[src/core/cmd_cfg.svh]
// Type codes, lengths and error bits of the short command handler.
// Assumes nothing; it only defines names.
`ifndef CMD_CFG_SVH
`define CMD_CFG_SVH

// Packet type codes carried in bits 5:0 of the identifier byte.
`define PT_VSYNC_START   6'h01
`define PT_VSYNC_END     6'h11
`define PT_HSYNC_START   6'h21
`define PT_HSYNC_END     6'h31
`define PT_COLOUR_REDUCE 6'h02
`define PT_COLOUR_NORMAL 6'h12
`define PT_SHUT_DOWN     6'h22
`define PT_TURN_ON       6'h32
`define PT_CMD_READ      6'h06
`define PT_SET_MAX_RET   6'h37

// Low three type bits that select the counted short packets.
`define PT_LO_GEN_WRITE  3'h3
`define PT_LO_GEN_READ   3'h4
`define PT_LO_CMD_WRITE  3'h5

// Low type nibbles that are reserved.
`define PT_RSVD_LO       4'h0
`define PT_RSVD_HI       4'hF

// Packet lengths in bytes, identifier and check byte included.
`define LEN_TWO          4'h2
`define LEN_CMD_READ     4'h3
`define LEN_SET_MAX      4'h4
`define LEN_EXTRA        4'h2

// Payload bytes held per packet and the width of the payload bus.
`define PAY_BYTES        7
`define PAY_W            56

// Error report bits.
`define ERR_W            3
`define ERR_CORRECTED    0
`define ERR_UNCORRECTED  1
`define ERR_BAD_TYPE     2

// Stored maximum return packet size after reset.
`define MAX_RET_RESET    16'h0001

`endif

[src/core/cmd_pkg.sv]
// Types shared by the packet assembler and the command handler.
// Assumes cmd_cfg.svh is on the include path.
`include "cmd_cfg.svh"

package cmd_pkg;

  // Kind of response packet handed to the transmitter.
  typedef enum logic [1:0] {TX_ACK, TX_ERR_REPORT, TX_READ_DATA} tx_kind_t;

  // Phases of a bus turnaround answer.
  typedef enum logic [1:0] {RESP_IDLE, RESP_SEND, RESP_GIVE_BACK} resp_state_t;

endpackage : cmd_pkg

[src/core/pkt_if.sv]
// Finished short packet passed from the assembler to the command handler.
// Assumes both ends run on the same byte clock.
`timescale 1ns/1ps

interface pkt_if;
  logic              done;       // One-cycle pulse, packet complete.
  logic              badType;    // Reserved type code seen.
  logic              corrected;  // Header check fixed a single bit.
  logic              bad;        // Header check found an uncorrectable error.
  logic [5:0]        pktType;
  logic [2:0]        count;      // Bytes between identifier and check byte.
  logic [`PAY_W-1:0] data;       // Byte 0 in bits 7:0.

  modport src (output done, badType, corrected, bad, pktType, count, data);
  modport dst (input  done, badType, corrected, bad, pktType, count, data);
endinterface : pkt_if

[src/core/pkt_assembler.sv]
// Collects link bytes into short packets and reports each once.
// Assumes the link layer marks identifiers and checks headers.
`timescale 1ns/1ps

module pkt_assembler
  import cmd_pkg::*;
(
  // Clock and reset.
  input  wire logic       mclk,
  input  wire logic       rst,
  // Received byte stream.
  input  wire logic       rxValid,
  input  wire logic       rxSop,
  input  wire logic [7:0] rxByte,
  input  wire logic       eccCorrected,
  input  wire logic       eccBad,
  // Finished packet.
  pkt_if.src              pkt
);

  typedef struct packed {
    logic              active;
    logic [3:0]        idx;
    logic [3:0]        len;
    logic              done;
    logic              badType;
    logic              corrected;
    logic              bad;
    logic [5:0]        pktType;
    logic [`PAY_W-1:0] data;
  } asm_state_t;

  asm_state_t r_reg;
  asm_state_t r_next;

  // Short packet length from its type; zero for long or unknown packets.
  function automatic logic [3:0] pktLen(input logic [5:0] dt);
    logic [3:0] len;
    len = 4'h0;
    if (dt[3:0] == 4'h1 || dt[3:0] == 4'h2) begin
      len = `LEN_TWO;
    end else if (dt == `PT_CMD_READ) begin
      len = `LEN_CMD_READ;
    end else if (dt == `PT_SET_MAX_RET) begin
      len = `LEN_SET_MAX;
    end else if (dt[2:0] == `PT_LO_GEN_WRITE || dt[2:0] == `PT_LO_GEN_READ ||
                 dt[2:0] == `PT_LO_CMD_WRITE) begin
      len = {1'b0, dt[5:3]} + `LEN_EXTRA;
    end
    return len;
  endfunction : pktLen

  // Byte counting; long packets are skipped until the next identifier byte.
  always_comb begin
    r_next = r_reg;
    r_next.done = 1'b0;
    if (rxValid && rxSop) begin
      r_next.pktType   = rxByte[5:0];
      r_next.len       = pktLen(rxByte[5:0]);
      r_next.idx       = 4'h1;
      r_next.data      = '0;
      r_next.active    = (r_next.len != 4'h0);
      r_next.badType   = (rxByte[3:0] == `PT_RSVD_LO) || (rxByte[3:0] == `PT_RSVD_HI);
      r_next.done      = r_next.badType;
      r_next.corrected = 1'b0;
      r_next.bad       = 1'b0;
    end else if (rxValid && r_reg.active) begin
      if (r_reg.idx == r_reg.len - 4'h1) begin
        r_next.done      = 1'b1;
        r_next.corrected = eccCorrected;
        r_next.bad       = eccBad;
        r_next.active    = 1'b0;
      end else begin
        for (int i = 0; i < `PAY_BYTES; i++) begin
          if (r_reg.idx == 4'(i + 1)) begin
            r_next.data[8*i +: 8] = rxByte;
          end
        end
        r_next.idx = r_reg.idx + 4'h1;
      end
    end
  end

  always_ff @(posedge mclk) begin
    if (rst) begin
      r_reg <= '0;
    end else begin
      r_reg <= r_next;
    end
  end

  // Packet outputs come from the state register.
  assign pkt.done      = r_reg.done;
  assign pkt.badType   = r_reg.badType;
  assign pkt.corrected = r_reg.corrected;
  assign pkt.bad       = r_reg.bad;
  assign pkt.pktType   = r_reg.pktType;
  assign pkt.count     = 3'(r_reg.len - `LEN_EXTRA);
  assign pkt.data      = r_reg.data;

endmodule : pkt_assembler

[src/core/short_cmd_handler.sv]
// Short command handler: decodes host short packets, answers turnarounds.
// Assumes a same-clock link layer that checks headers and sends responses.
`timescale 1ns/1ps

// Summary of operation
// Decode vertical end, horizontal start and end
// Decode vertical sync start event
// Vertical start opens period and starts line
// Vertical end also starts a line
// Host pairs start and end events
// Enter reduced colour mode
// Leave reduced colour mode
// Turn display off, receiver stays alive
// Turn display on
// Generic write, length from type bits
// Host ends generic read with turnaround
// Host splits oversize generic reads
// Generic read errors; corrected: data then report
// Clean read returns requested data
// Read request ends host transmission
// Answer, then return the bus
// Command byte then up to six parameters
// Type count holds parameters plus one
// Command-set write, one check byte last
// Command-set write answered with acknowledge
// One-way link ignores turnaround
// Command-set read carries one command byte
// Command-set read: report then data
// Host splits oversize command-set reads
// Maximum return size resets to one
// Identifier bits select the packet type
// Act only on checked headers
module short_cmd_handler
  import cmd_pkg::*;
(
  // Clock and reset.
  input  wire logic         mclk,
  input  wire logic         rst,
  // Received bytes from the link layer.
  input  wire logic         rxValid,
  input  wire logic         rxSop,
  input  wire logic [7:0]   rxByte,
  input  wire logic         eccCorrected,
  input  wire logic         eccBad,
  // Link control from the link layer and the board.
  input  wire logic         turnaroundIn,
  input  wire logic         biDirLink,
  input  wire logic         maxRetLoad,
  input  wire logic [15:0]  maxRetValue,
  // Display timing and power.
  output logic              vsyncStartPulse,
  output logic              vsyncEndPulse,
  output logic              hsyncStartPulse,
  output logic              hsyncEndPulse,
  output logic              lineStartPulse,
  output logic              vsyncActive,
  output logic              reducedColour,
  output logic              displayOn,
  // Write commands toward the application.
  output logic              wrValid,
  output logic              wrSet,
  output logic [2:0]        wrCount,
  output logic [`PAY_W-1:0] wrData,
  // Read requests toward the application.
  output logic              rdReq,
  output logic              rdSet,
  output logic [2:0]        rdCount,
  output logic [`PAY_W-1:0] rdData,
  output logic [15:0]       maxRetSize,
  // Response packets toward the transmitter.
  input  wire logic         txAck,
  output logic              txValid,
  output tx_kind_t          txKind,
  output logic [`ERR_W-1:0] txErr,
  output logic              busReturn
);

  typedef struct packed {
    resp_state_t       st;
    logic              vsS;
    logic              vsE;
    logic              hS;
    logic              hE;
    logic              lineStart;
    logic              vertical_sync_active_period;
    logic              red;
    logic              dispOn;
    logic              wrValid;
    logic              wrSet;
    logic [2:0]        wrCount;
    logic [`PAY_W-1:0] wrData;
    logic              rdReq;
    logic              rdSet;
    logic [2:0]        rdCount;
    logic [`PAY_W-1:0] rdData;
    logic              pendRead;
    logic              pendReadSet;
    logic              pendAck;
    logic [`ERR_W-1:0] errSeen;
    logic [15:0]       maxRet;
    logic              txValid;
    tx_kind_t          txKind;
    logic              hasSecond;
    tx_kind_t          second;
    logic [`ERR_W-1:0] txErr;
    logic              busReturn;
  } hdl_state_t;

  hdl_state_t r_reg;
  hdl_state_t r_next;

  pkt_if pkt ();

  // Byte assembly runs whatever the display power state is.
  pkt_assembler u_asm (
    .mclk         (mclk),
    .rst          (rst),
    .rxValid      (rxValid),
    .rxSop        (rxSop),
    .rxByte       (rxByte),
    .eccCorrected (eccCorrected),
    .eccBad       (eccBad),
    .pkt          (pkt)
  );

  // Packet decoding, state updates and the turnaround answer sequence.
  always_comb begin
    logic accept;
    accept = pkt.done && !pkt.bad && !pkt.badType;
    r_next = r_reg;
    r_next.vsS       = 1'b0;
    r_next.vsE       = 1'b0;
    r_next.hS        = 1'b0;
    r_next.hE        = 1'b0;
    r_next.lineStart = 1'b0;
    r_next.wrValid   = 1'b0;
    r_next.rdReq     = 1'b0;
    r_next.busReturn = 1'b0;

    // Errors are remembered until the next answer.
    if (pkt.done) begin
      r_next.errSeen[`ERR_CORRECTED]   = r_reg.errSeen[`ERR_CORRECTED] | pkt.corrected;
      r_next.errSeen[`ERR_UNCORRECTED] = r_reg.errSeen[`ERR_UNCORRECTED] | pkt.bad;
      r_next.errSeen[`ERR_BAD_TYPE]    = r_reg.errSeen[`ERR_BAD_TYPE] | pkt.badType;
    end

    // Command decode on the type field.
    if (accept) begin
      case (pkt.pktType)
        `PT_VSYNC_START: begin
          r_next.vsS       = 1'b1;
          r_next.vertical_sync_active_period       = 1'b1;
          r_next.lineStart = 1'b1;
        end
        `PT_VSYNC_END: begin
          r_next.vsE       = 1'b1;
          r_next.vertical_sync_active_period       = 1'b0;
          r_next.lineStart = 1'b1;
        end
        `PT_HSYNC_START: begin
          r_next.hS        = 1'b1;
          r_next.lineStart = 1'b1;
        end
        `PT_HSYNC_END:     r_next.hE     = 1'b1;
        `PT_COLOUR_REDUCE: r_next.red    = 1'b1;
        `PT_COLOUR_NORMAL: r_next.red    = 1'b0;
        `PT_SHUT_DOWN:     r_next.dispOn = 1'b0;
        `PT_TURN_ON:       r_next.dispOn = 1'b1;
        `PT_CMD_READ: begin
          r_next.rdReq       = 1'b1;
          r_next.rdSet       = 1'b1;
          r_next.rdCount     = pkt.count;
          r_next.rdData      = pkt.data;
          r_next.pendRead    = 1'b1;
          r_next.pendReadSet = 1'b1;
        end
        default: begin
          if (pkt.pktType[2:0] == `PT_LO_GEN_WRITE) begin
            r_next.wrValid = 1'b1;
            r_next.wrSet   = 1'b0;
            r_next.wrCount = pkt.count;
            r_next.wrData  = pkt.data;
          end else if (pkt.pktType[2:0] == `PT_LO_CMD_WRITE) begin
            r_next.wrValid = 1'b1;
            r_next.wrSet   = 1'b1;
            r_next.wrCount = pkt.count;
            r_next.wrData  = pkt.data;
            r_next.pendAck = 1'b1;
          end else if (pkt.pktType[2:0] == `PT_LO_GEN_READ) begin
            r_next.rdReq       = 1'b1;
            r_next.rdSet       = 1'b0;
            r_next.rdCount     = pkt.count;
            r_next.rdData      = pkt.data;
            r_next.pendRead    = 1'b1;
            r_next.pendReadSet = 1'b0;
          end
        end
      endcase
    end

    // Stored return size limit, only meaningful on a two-way link.
    if (maxRetLoad && biDirLink) begin
      r_next.maxRet = maxRetValue;
    end

    // Answer sequence started by a turnaround.
    case (r_reg.st)
      RESP_IDLE: begin
        if (turnaroundIn && biDirLink) begin
          r_next.txErr     = r_next.errSeen;
          r_next.hasSecond = 1'b0;
          r_next.st        = RESP_SEND;
          r_next.txValid   = 1'b1;
          if (r_next.pendRead && r_next.errSeen == 3'h1) begin
            r_next.hasSecond = 1'b1;
            if (r_next.pendReadSet) begin
              r_next.txKind = TX_ERR_REPORT;
              r_next.second = TX_READ_DATA;
            end else begin
              r_next.txKind = TX_READ_DATA;
              r_next.second = TX_ERR_REPORT;
            end
          end else if (r_next.pendRead && r_next.errSeen == 3'h0) begin
            r_next.txKind = TX_READ_DATA;
          end else if (r_next.errSeen != 3'h0) begin
            r_next.txKind = TX_ERR_REPORT;
          end else if (r_next.pendAck) begin
            r_next.txKind = TX_ACK;
          end else begin
            r_next.txValid = 1'b0;
            r_next.st      = RESP_GIVE_BACK;
          end
        end
      end
      RESP_SEND: begin
        if (txAck) begin
          if (r_reg.hasSecond) begin
            r_next.txKind    = r_reg.second;
            r_next.hasSecond = 1'b0;
          end else begin
            r_next.txValid = 1'b0;
            r_next.st      = RESP_GIVE_BACK;
          end
        end
      end
      RESP_GIVE_BACK: begin
        r_next.busReturn = 1'b1;
        r_next.pendRead  = 1'b0;
        r_next.pendAck   = 1'b0;
        r_next.errSeen   = '0;
        r_next.st        = RESP_IDLE;
      end
      default: begin
        r_next.st      = RESP_IDLE;
        r_next.txValid = 1'b0;
      end
    endcase
  end

  // State register; the display starts on in full colour.
  always_ff @(posedge mclk) begin
    if (rst) begin
      r_reg        <= '0;
      r_reg.dispOn <= 1'b1;
      r_reg.maxRet <= `MAX_RET_RESET;
    end else begin
      r_reg <= r_next;
    end
  end

  // Outputs straight from the state register.
  assign vsyncStartPulse = r_reg.vsS;
  assign vsyncEndPulse   = r_reg.vsE;
  assign hsyncStartPulse = r_reg.hS;
  assign hsyncEndPulse   = r_reg.hE;
  assign lineStartPulse  = r_reg.lineStart;
  assign vsyncActive     = r_reg.vertical_sync_active_period;
  assign reducedColour   = r_reg.red;
  assign displayOn       = r_reg.dispOn;
  assign wrValid         = r_reg.wrValid;
  assign wrSet           = r_reg.wrSet;
  assign wrCount         = r_reg.wrCount;
  assign wrData          = r_reg.wrData;
  assign rdReq           = r_reg.rdReq;
  assign rdSet           = r_reg.rdSet;
  assign rdCount         = r_reg.rdCount;
  assign rdData          = r_reg.rdData;
  assign maxRetSize      = r_reg.maxRet;
  assign txValid         = r_reg.txValid;
  assign txKind          = r_reg.txKind;
  assign txErr           = r_reg.txErr;
  assign busReturn       = r_reg.busReturn;

endmodule : short_cmd_handler

[config.mk]
export PLATFORM = sky130hd
export DESIGN_NAME = short_cmd_handler
export DESIGN_NICKNAME = d
export VERILOG_FILES = /design/src/core/cmd_pkg.sv /design/src/core/pkt_if.sv /design/src/core/pkt_assembler.sv /design/src/core/short_cmd_handler.sv
export VERILOG_INCLUDE_DIRS = /design/src /design/src/core
export SDC_FILE = /design/constraint.sdc
export NUM_CORES = 1
export LEC_CHECK = 0
export BUFFER_PORTS_ARGS = -buffer_cell sky130_fd_sc_hd__buf_2
export CORE_MARGIN = 10
export CORE_UTILIZATION = 31
export DETAILED_ROUTE_END_ITERATION = 8
export GPL_TIMING_DRIVEN = 0
export PLACE_DENSITY = 0.58
export SLEW_MARGIN = 15
export SYNTH_ARGS = -nofsm -noshare
export SYNTH_HDL_FRONTEND = slang
export SYNTH_SLANG_ARGS = --single-unit
[constraint.sdc]
create_clock -name mclk -period 3 [get_ports mclk]
set_clock_uncertainty 0.1 [all_clocks]
set_input_delay 0.6 -clock mclk [delete_from_list [all_inputs] [get_ports mclk]]
set_output_delay 0.6 -clock mclk [all_outputs]
set_load 0.01 [all_outputs]
# --- After elaboration in Yosys (flattened, before gate mapping) ---
# Cells that the tools add are included.
word_totals:
  latch_bits: 0
  ramBits: 0
  elab_cells: 207
  out_inout_bits: 153
  n_memories: 0
  rom_bits: 0
  in_bits: 34
  regBits: 239
op_classes:
  magnitude_cmp: 0
  mux: 56
  shift: 0
  n_bitwise: 8
  n_addsub: 4
  eq_ne: 39
  n_reduce_logical: 56
  mul: 0
  div_mod_pow: 0
op_table:
  columns: ["cell", "n"]
  rows:
  - ["$mux W63", 2]
  - ["$pmux W63 S2", 1]
  - ["$mux W61", 2]
  - ["$mux W64", 1]
  - ["$reduce_and A3 Y1", 11]
  - ["$eq A6 B6 Y1 const B", 5]
  - ["$mux W4", 7]
  - ["$mux W2", 13]
  - ["$mux W1", 17]
  - ["$eq A4 B3 Y1 const B", 4]
  - ["$reduce_and A2 Y1", 8]
  - ["$reduce_bool A2 Y1", 8]
  - ["$eq A3 B3 Y1 const B", 4]
  - ["$eq A4 B2 Y1 const B", 3]
  - ["$eq A6 B3 Y1 const B", 2]
  - ["$eq A6 B5 Y1 const B", 2]
  - ["$mux W3", 4]
  - ["$reduce_or A11 Y1", 1]
  - ["$mux W5", 2]
  - ["$reduce_and A5 Y1", 2]
  - ["$mux W9", 1]
  - ["$reduce_or A9 Y1", 1]
  - ["$eq A4 B1 Y1 const B", 2]
  - ["$logic_and A1 B1 Y1", 8]
  - ["32 further kinds", 52]

# --- Logic depth before layout (Yosys ltp) ---
logic_depth:
  word_depth: 12
  depth_mapped: 8
  mapped_depth_nobuf: 7

# --- Modules after synthesis ---
# From an unflattened synthesis, not the netlist that was laid out.
unflattened:
  hier_cells: 1261
  hier_area_um2: 10671.5
modules_own_cells:
  columns: ["module", "n_inst", "cells_per_inst", "seq_area_each_um2", "area_per_inst_um2"]
  rows:
  - ["short_cmd_handler", 1, 861, 3283.1, 6899.1]
  - ["pkt_assembler", 1, 400, 1501.4, 3772.4]

# --- Least setup slack after synthesis ---
# OpenSTA, ideal clock, no wires.
synth_path:
  path_kind: "register to register"
  startpoint: "register u_asm.r_reg[66] (netlist bit)"
  endpoint: "register u_asm.r_reg, in the netlist u_asm.pkt.bad"
  slack_ns: 0.685
  path_buffers: 1
  required_ns: 2.778
  setup_time_ns: 0.122
  stages_incl_launch_ff: 9
  arrival_ns: 2.094
  period_less_slack_ns: 2.315
  path_cell_list: "dfxtp_1 > inv_1 > ha_1 > xnor2_1 > xor2_1 > or4b_2 > buf_2 > nand3_1 > o21ai_0"
synth_via:
  elab_chain_cells: 3
synth_rtl:
  columns: ["element", "line_no", "rtl"]
  rows:
  - ["start, declared", "pkt_assembler.sv:33", "asm_state_t r_reg;"]
  - ["start signal, assigned", "pkt_assembler.sv:88", "r_reg <= r_next;"]
  - ["$sub A4 B1 Y4", "pkt_assembler.sv:68", "if (r_reg.idx == r_reg.len - 4'h1) begin"]
  - ["$eq A4 B4 Y1", "pkt_assembler.sv:68", null]
  - ["$reduce_and A2 Y1 (no source line)", null, null]
# Every way passes these cells.
# A chain may end at the register's enable or synchronous reset.

# --- Final worst setup path ---
layout_path:
  startpoint: "register u_asm.r_reg[67] (netlist bit)"
  endpoint: "register u_asm.r_reg, in the netlist u_asm.pkt.data[38]"
layout_via:
  elab_chain_cells: 4
layout_rtl:
  columns: ["element", "line_no"]
  rows:
  - ["$sub A4 B1 Y4", "pkt_assembler.sv:68"]
  - ["$eq A4 B4 Y1", "pkt_assembler.sv:68"]
  - ["$not A1 Y1 (no source line)", null]
  - ["$reduce_and A3 Y1 (no source line)", null]
# Every way passes these cells.

==> results.yml <==
sta:
  fin_ws_ns: 0.103
  max_slew_margin_pct: 30.9
  fin_crit_ns: 2.90
  fin_crit_sh_pct: 96.6
  slew_viol_final: 0
  tightest_slew_ns: 1.03
  finalSetupTns_ns: 0
  setup_viol: 0
  fmax_mhz: 345
  timing.hold.ws_ns: 0.192
  grt_setup_unrepaired: "true"
  finalHoldViolCount: 0
placement:
  pre_cts_slack_ns: 0.0434
  post-dp-hpwl_microns: 22600
  numPortBuffers: 185
  routabilityCongestion: 0.834
logic_synthesis:
  ys_seq_area_share_pct: 48.5
  syn_area_sq_um: 9860
  ys_async_sr_fraction_pct: 0
  synth_top_area_cell: "dfxtp_1"
  ys_warn_count: 0
  yosysTopAreaCellShare_pct: 48.5
  synth_edf_count: 0
  synth_cell_types: 51
  synth-seq-cells: 239
  synthTopCellsByArea: "dfxtp_1, nand2_1, buf_4, a21oi_1, o21ai_0"
  syn-mean-instance-area_sq_um: 8.00
  syn_nets: 1275
  synth_flop_cell: "dfxtp_1"
  synthCells: 1232
clocking:
  clock_path_buffers: 3
  clkSinkCount: 239
  cts_tree: "done"
  htree_levels: 1
  clk_pin_slew_ns: 0.06
  cts_root_buf: "clkbuf_16"
  clk_latency_ns: 0.53
  post_cts_buffers: 0
  numCtsBuffers: 27
worst_hold_path:
  hold_path_startpoint: "maxRetValue[0]"
  hp-class: "primary input to flop"
power:
  power_density_nw_per_um2: 548
  p_leak_nw: 5.11
  vdd_ir_drop_max_uv: 403
  power_mw: 6.67
global_routing:
  grt_pass1_wl_microns: 46500
  grt.total_usage_pct: 14.8
  grt_max_degree: 14
  grt_pass1_vias: 8317
  grt_antenna_before_repair: 3
  grt_overflow: 0
setup_path:
  cp-start-kind: "flop"
  critical_path.max_fanout: 10
  cp-end-kind: "flop"
  r2r_start: "u_asm.r_reg[67]$_SDFFE_PP0P_"
  crit_start: "u_asm.r_reg[67]$_SDFFE_PP0P_"
  critical_path_class: "flop to flop"
  rrSetupSlack_ns: 0.10
  required_ns: 3.35
  cp.arrival_ns: 3.25
finish:
  nets: 1489
  regArea_sq_um: 4780
  drive_gt1_share_pct: 25.7
  syn_to_final_growth_pct: 23.3
  multi_input_area_sq_um: 3680
  nFillCells: 3305
job:
  drv_cap: 0
routing:
  totalWireLength_microns: 29800
  final_antenna_net_count: 0
  via_count: 8629
  first_pass_iters: 5
  drt_iter0_markers: 596
  routed_via_density: 4.62
  drc: 0
  wl_per_cell_microns: 16.0
floorplan:
  dieHeight_microns: 198
  io_pins: 187
  fp-row-count: 65
  die_x_microns: 198
  start_util_pct: 31.3
  coreArea_sq_um: 31500
  die-area_sq_um: 39300
status:
  status: "completed"
synth_stat cells, drive strengths merged (3+ instances only):
library cell,number
nor3,9
nand2b,4
clkbuf,72
and3,4
mux2i,3
a211oi,11
nand4,5
nand3b,5
a21oi,146
a22o,3
and2,3
xnor2,3
xor2,5
or4b,3
ha,9
nor2,41
o31ai,8
dfxtp,239
buf,147
a31oi,10
nand2,325
nand3,62
o21ai,71
inv,15
per-layer routing:
layer | vias up | track usage [%] | wire, microns
li1 | 4387 | - | -
met4 | 0 | 2.99 | 429
met3 | 29 | 3.24 | 1940
met2 | 221 | 24.8 | 14000
met1 | 3992 | 19.0 | 13400
met5 | - | 0 | 0
cell usage in the layout, fill, tap and decap left out, types with 4 or more instances in the layout:
master / netlist / final
a21oi_1: 146 / 146
nand4_1: 5 / 5
a211oi_1: 11 / 11
nand3b_1: 5 / 5
nor2_1: 41 / 41
nand2_1: 325 / 325
clkbuf_8: 0 / 9
buf_4: 139 / 139
nand3_1: 62 / 62
clkbuf_1: 72 / 77
o31ai_1: 8 / 8
and3_1: 4 / 4
nand2b_1: 4 / 4
xor2_1: 5 / 5
clkbuf_16: 0 / 27
a31oi_1: 10 / 9
buf_1: 4 / 4
ha_1: 9 / 9
inv_1: 15 / 15
nor3_1: 7 / 7
dfxtp_1: 239 / 239
o21ai_0: 71 / 71
buf_2: 4 / 189
final timing paths:
kind,to,depth (start not counted)
max,u_asm.pkt.data[38]$_SDFFE_PP0P_,8
min,maxRetSize[0]$_SDFFE_PP1P_,3
max reg2reg,u_asm.pkt.data[38]$_SDFFE_PP0P_,8
min reg2reg,maxRetSize[10]$_SDFFE_PP0P_,2
critical path: stages (launching register included):
cell      delay, ns
dfxtp_1        0.41
inv_1          0.12
ha_1           0.21
a21boi_0       0.33
xnor2_1        0.21
o31ai_1        0.89
clkbuf_1       0.36
nand3_1        0.11
o21ai_0        0.09
area by class of cell:
type                    instances  share of cell area (%)
clock inverters                 5                   0.257
plain buffers                 219                    11.1
well taps                     402                    4.14
clock buffers                  42                    6.76
flip-flops and latches        239                    39.3
diodes                          3                  0.0617
multi-input cells             759                    30.3
inverters                      15                   0.463
repair buffers                185                    7.61
logic make-up after synthesis:
kind of cell / synth area share [%]
mux: 0.305
buf+inv: 14.2
fa+ha+maj: 1.14
compound gates: 14.7
simple gates: 20.4
flops: 48.5
xor+xnor: 0.711
stage by stage:
stage | std cells | utilization (%) | area (sq um)
CTS | 1866 | 38.6 | 12100
floorplan | 1232 | - | 9860
finish | 1869 | 38.6 | 12200
global route | 1867 | 38.6 | 12200
detailed placement | 1819 | 35.9 | 11300
global placement | 1819 | 35.9 | 11300
timing repair:
| item | 4_1_cts | 5_1_grt |
|---|---|---|
| resized for setup | 0 | 3 |
| hold buffers | 0 | 0 |
| endpoints found under the setup margin | 0 | 43 |
power breakdown:
group          total, mW  switching (mW)  leakage, nW  internal, mW
registers           3.22          0.0179         1.93          3.20
clock network       3.14            1.27        0.421          1.87
logic              0.311           0.214         2.76        0.0972
total               6.67            1.50         5.11          5.16
No activity file was read; power rests on OpenSTA's default activity.
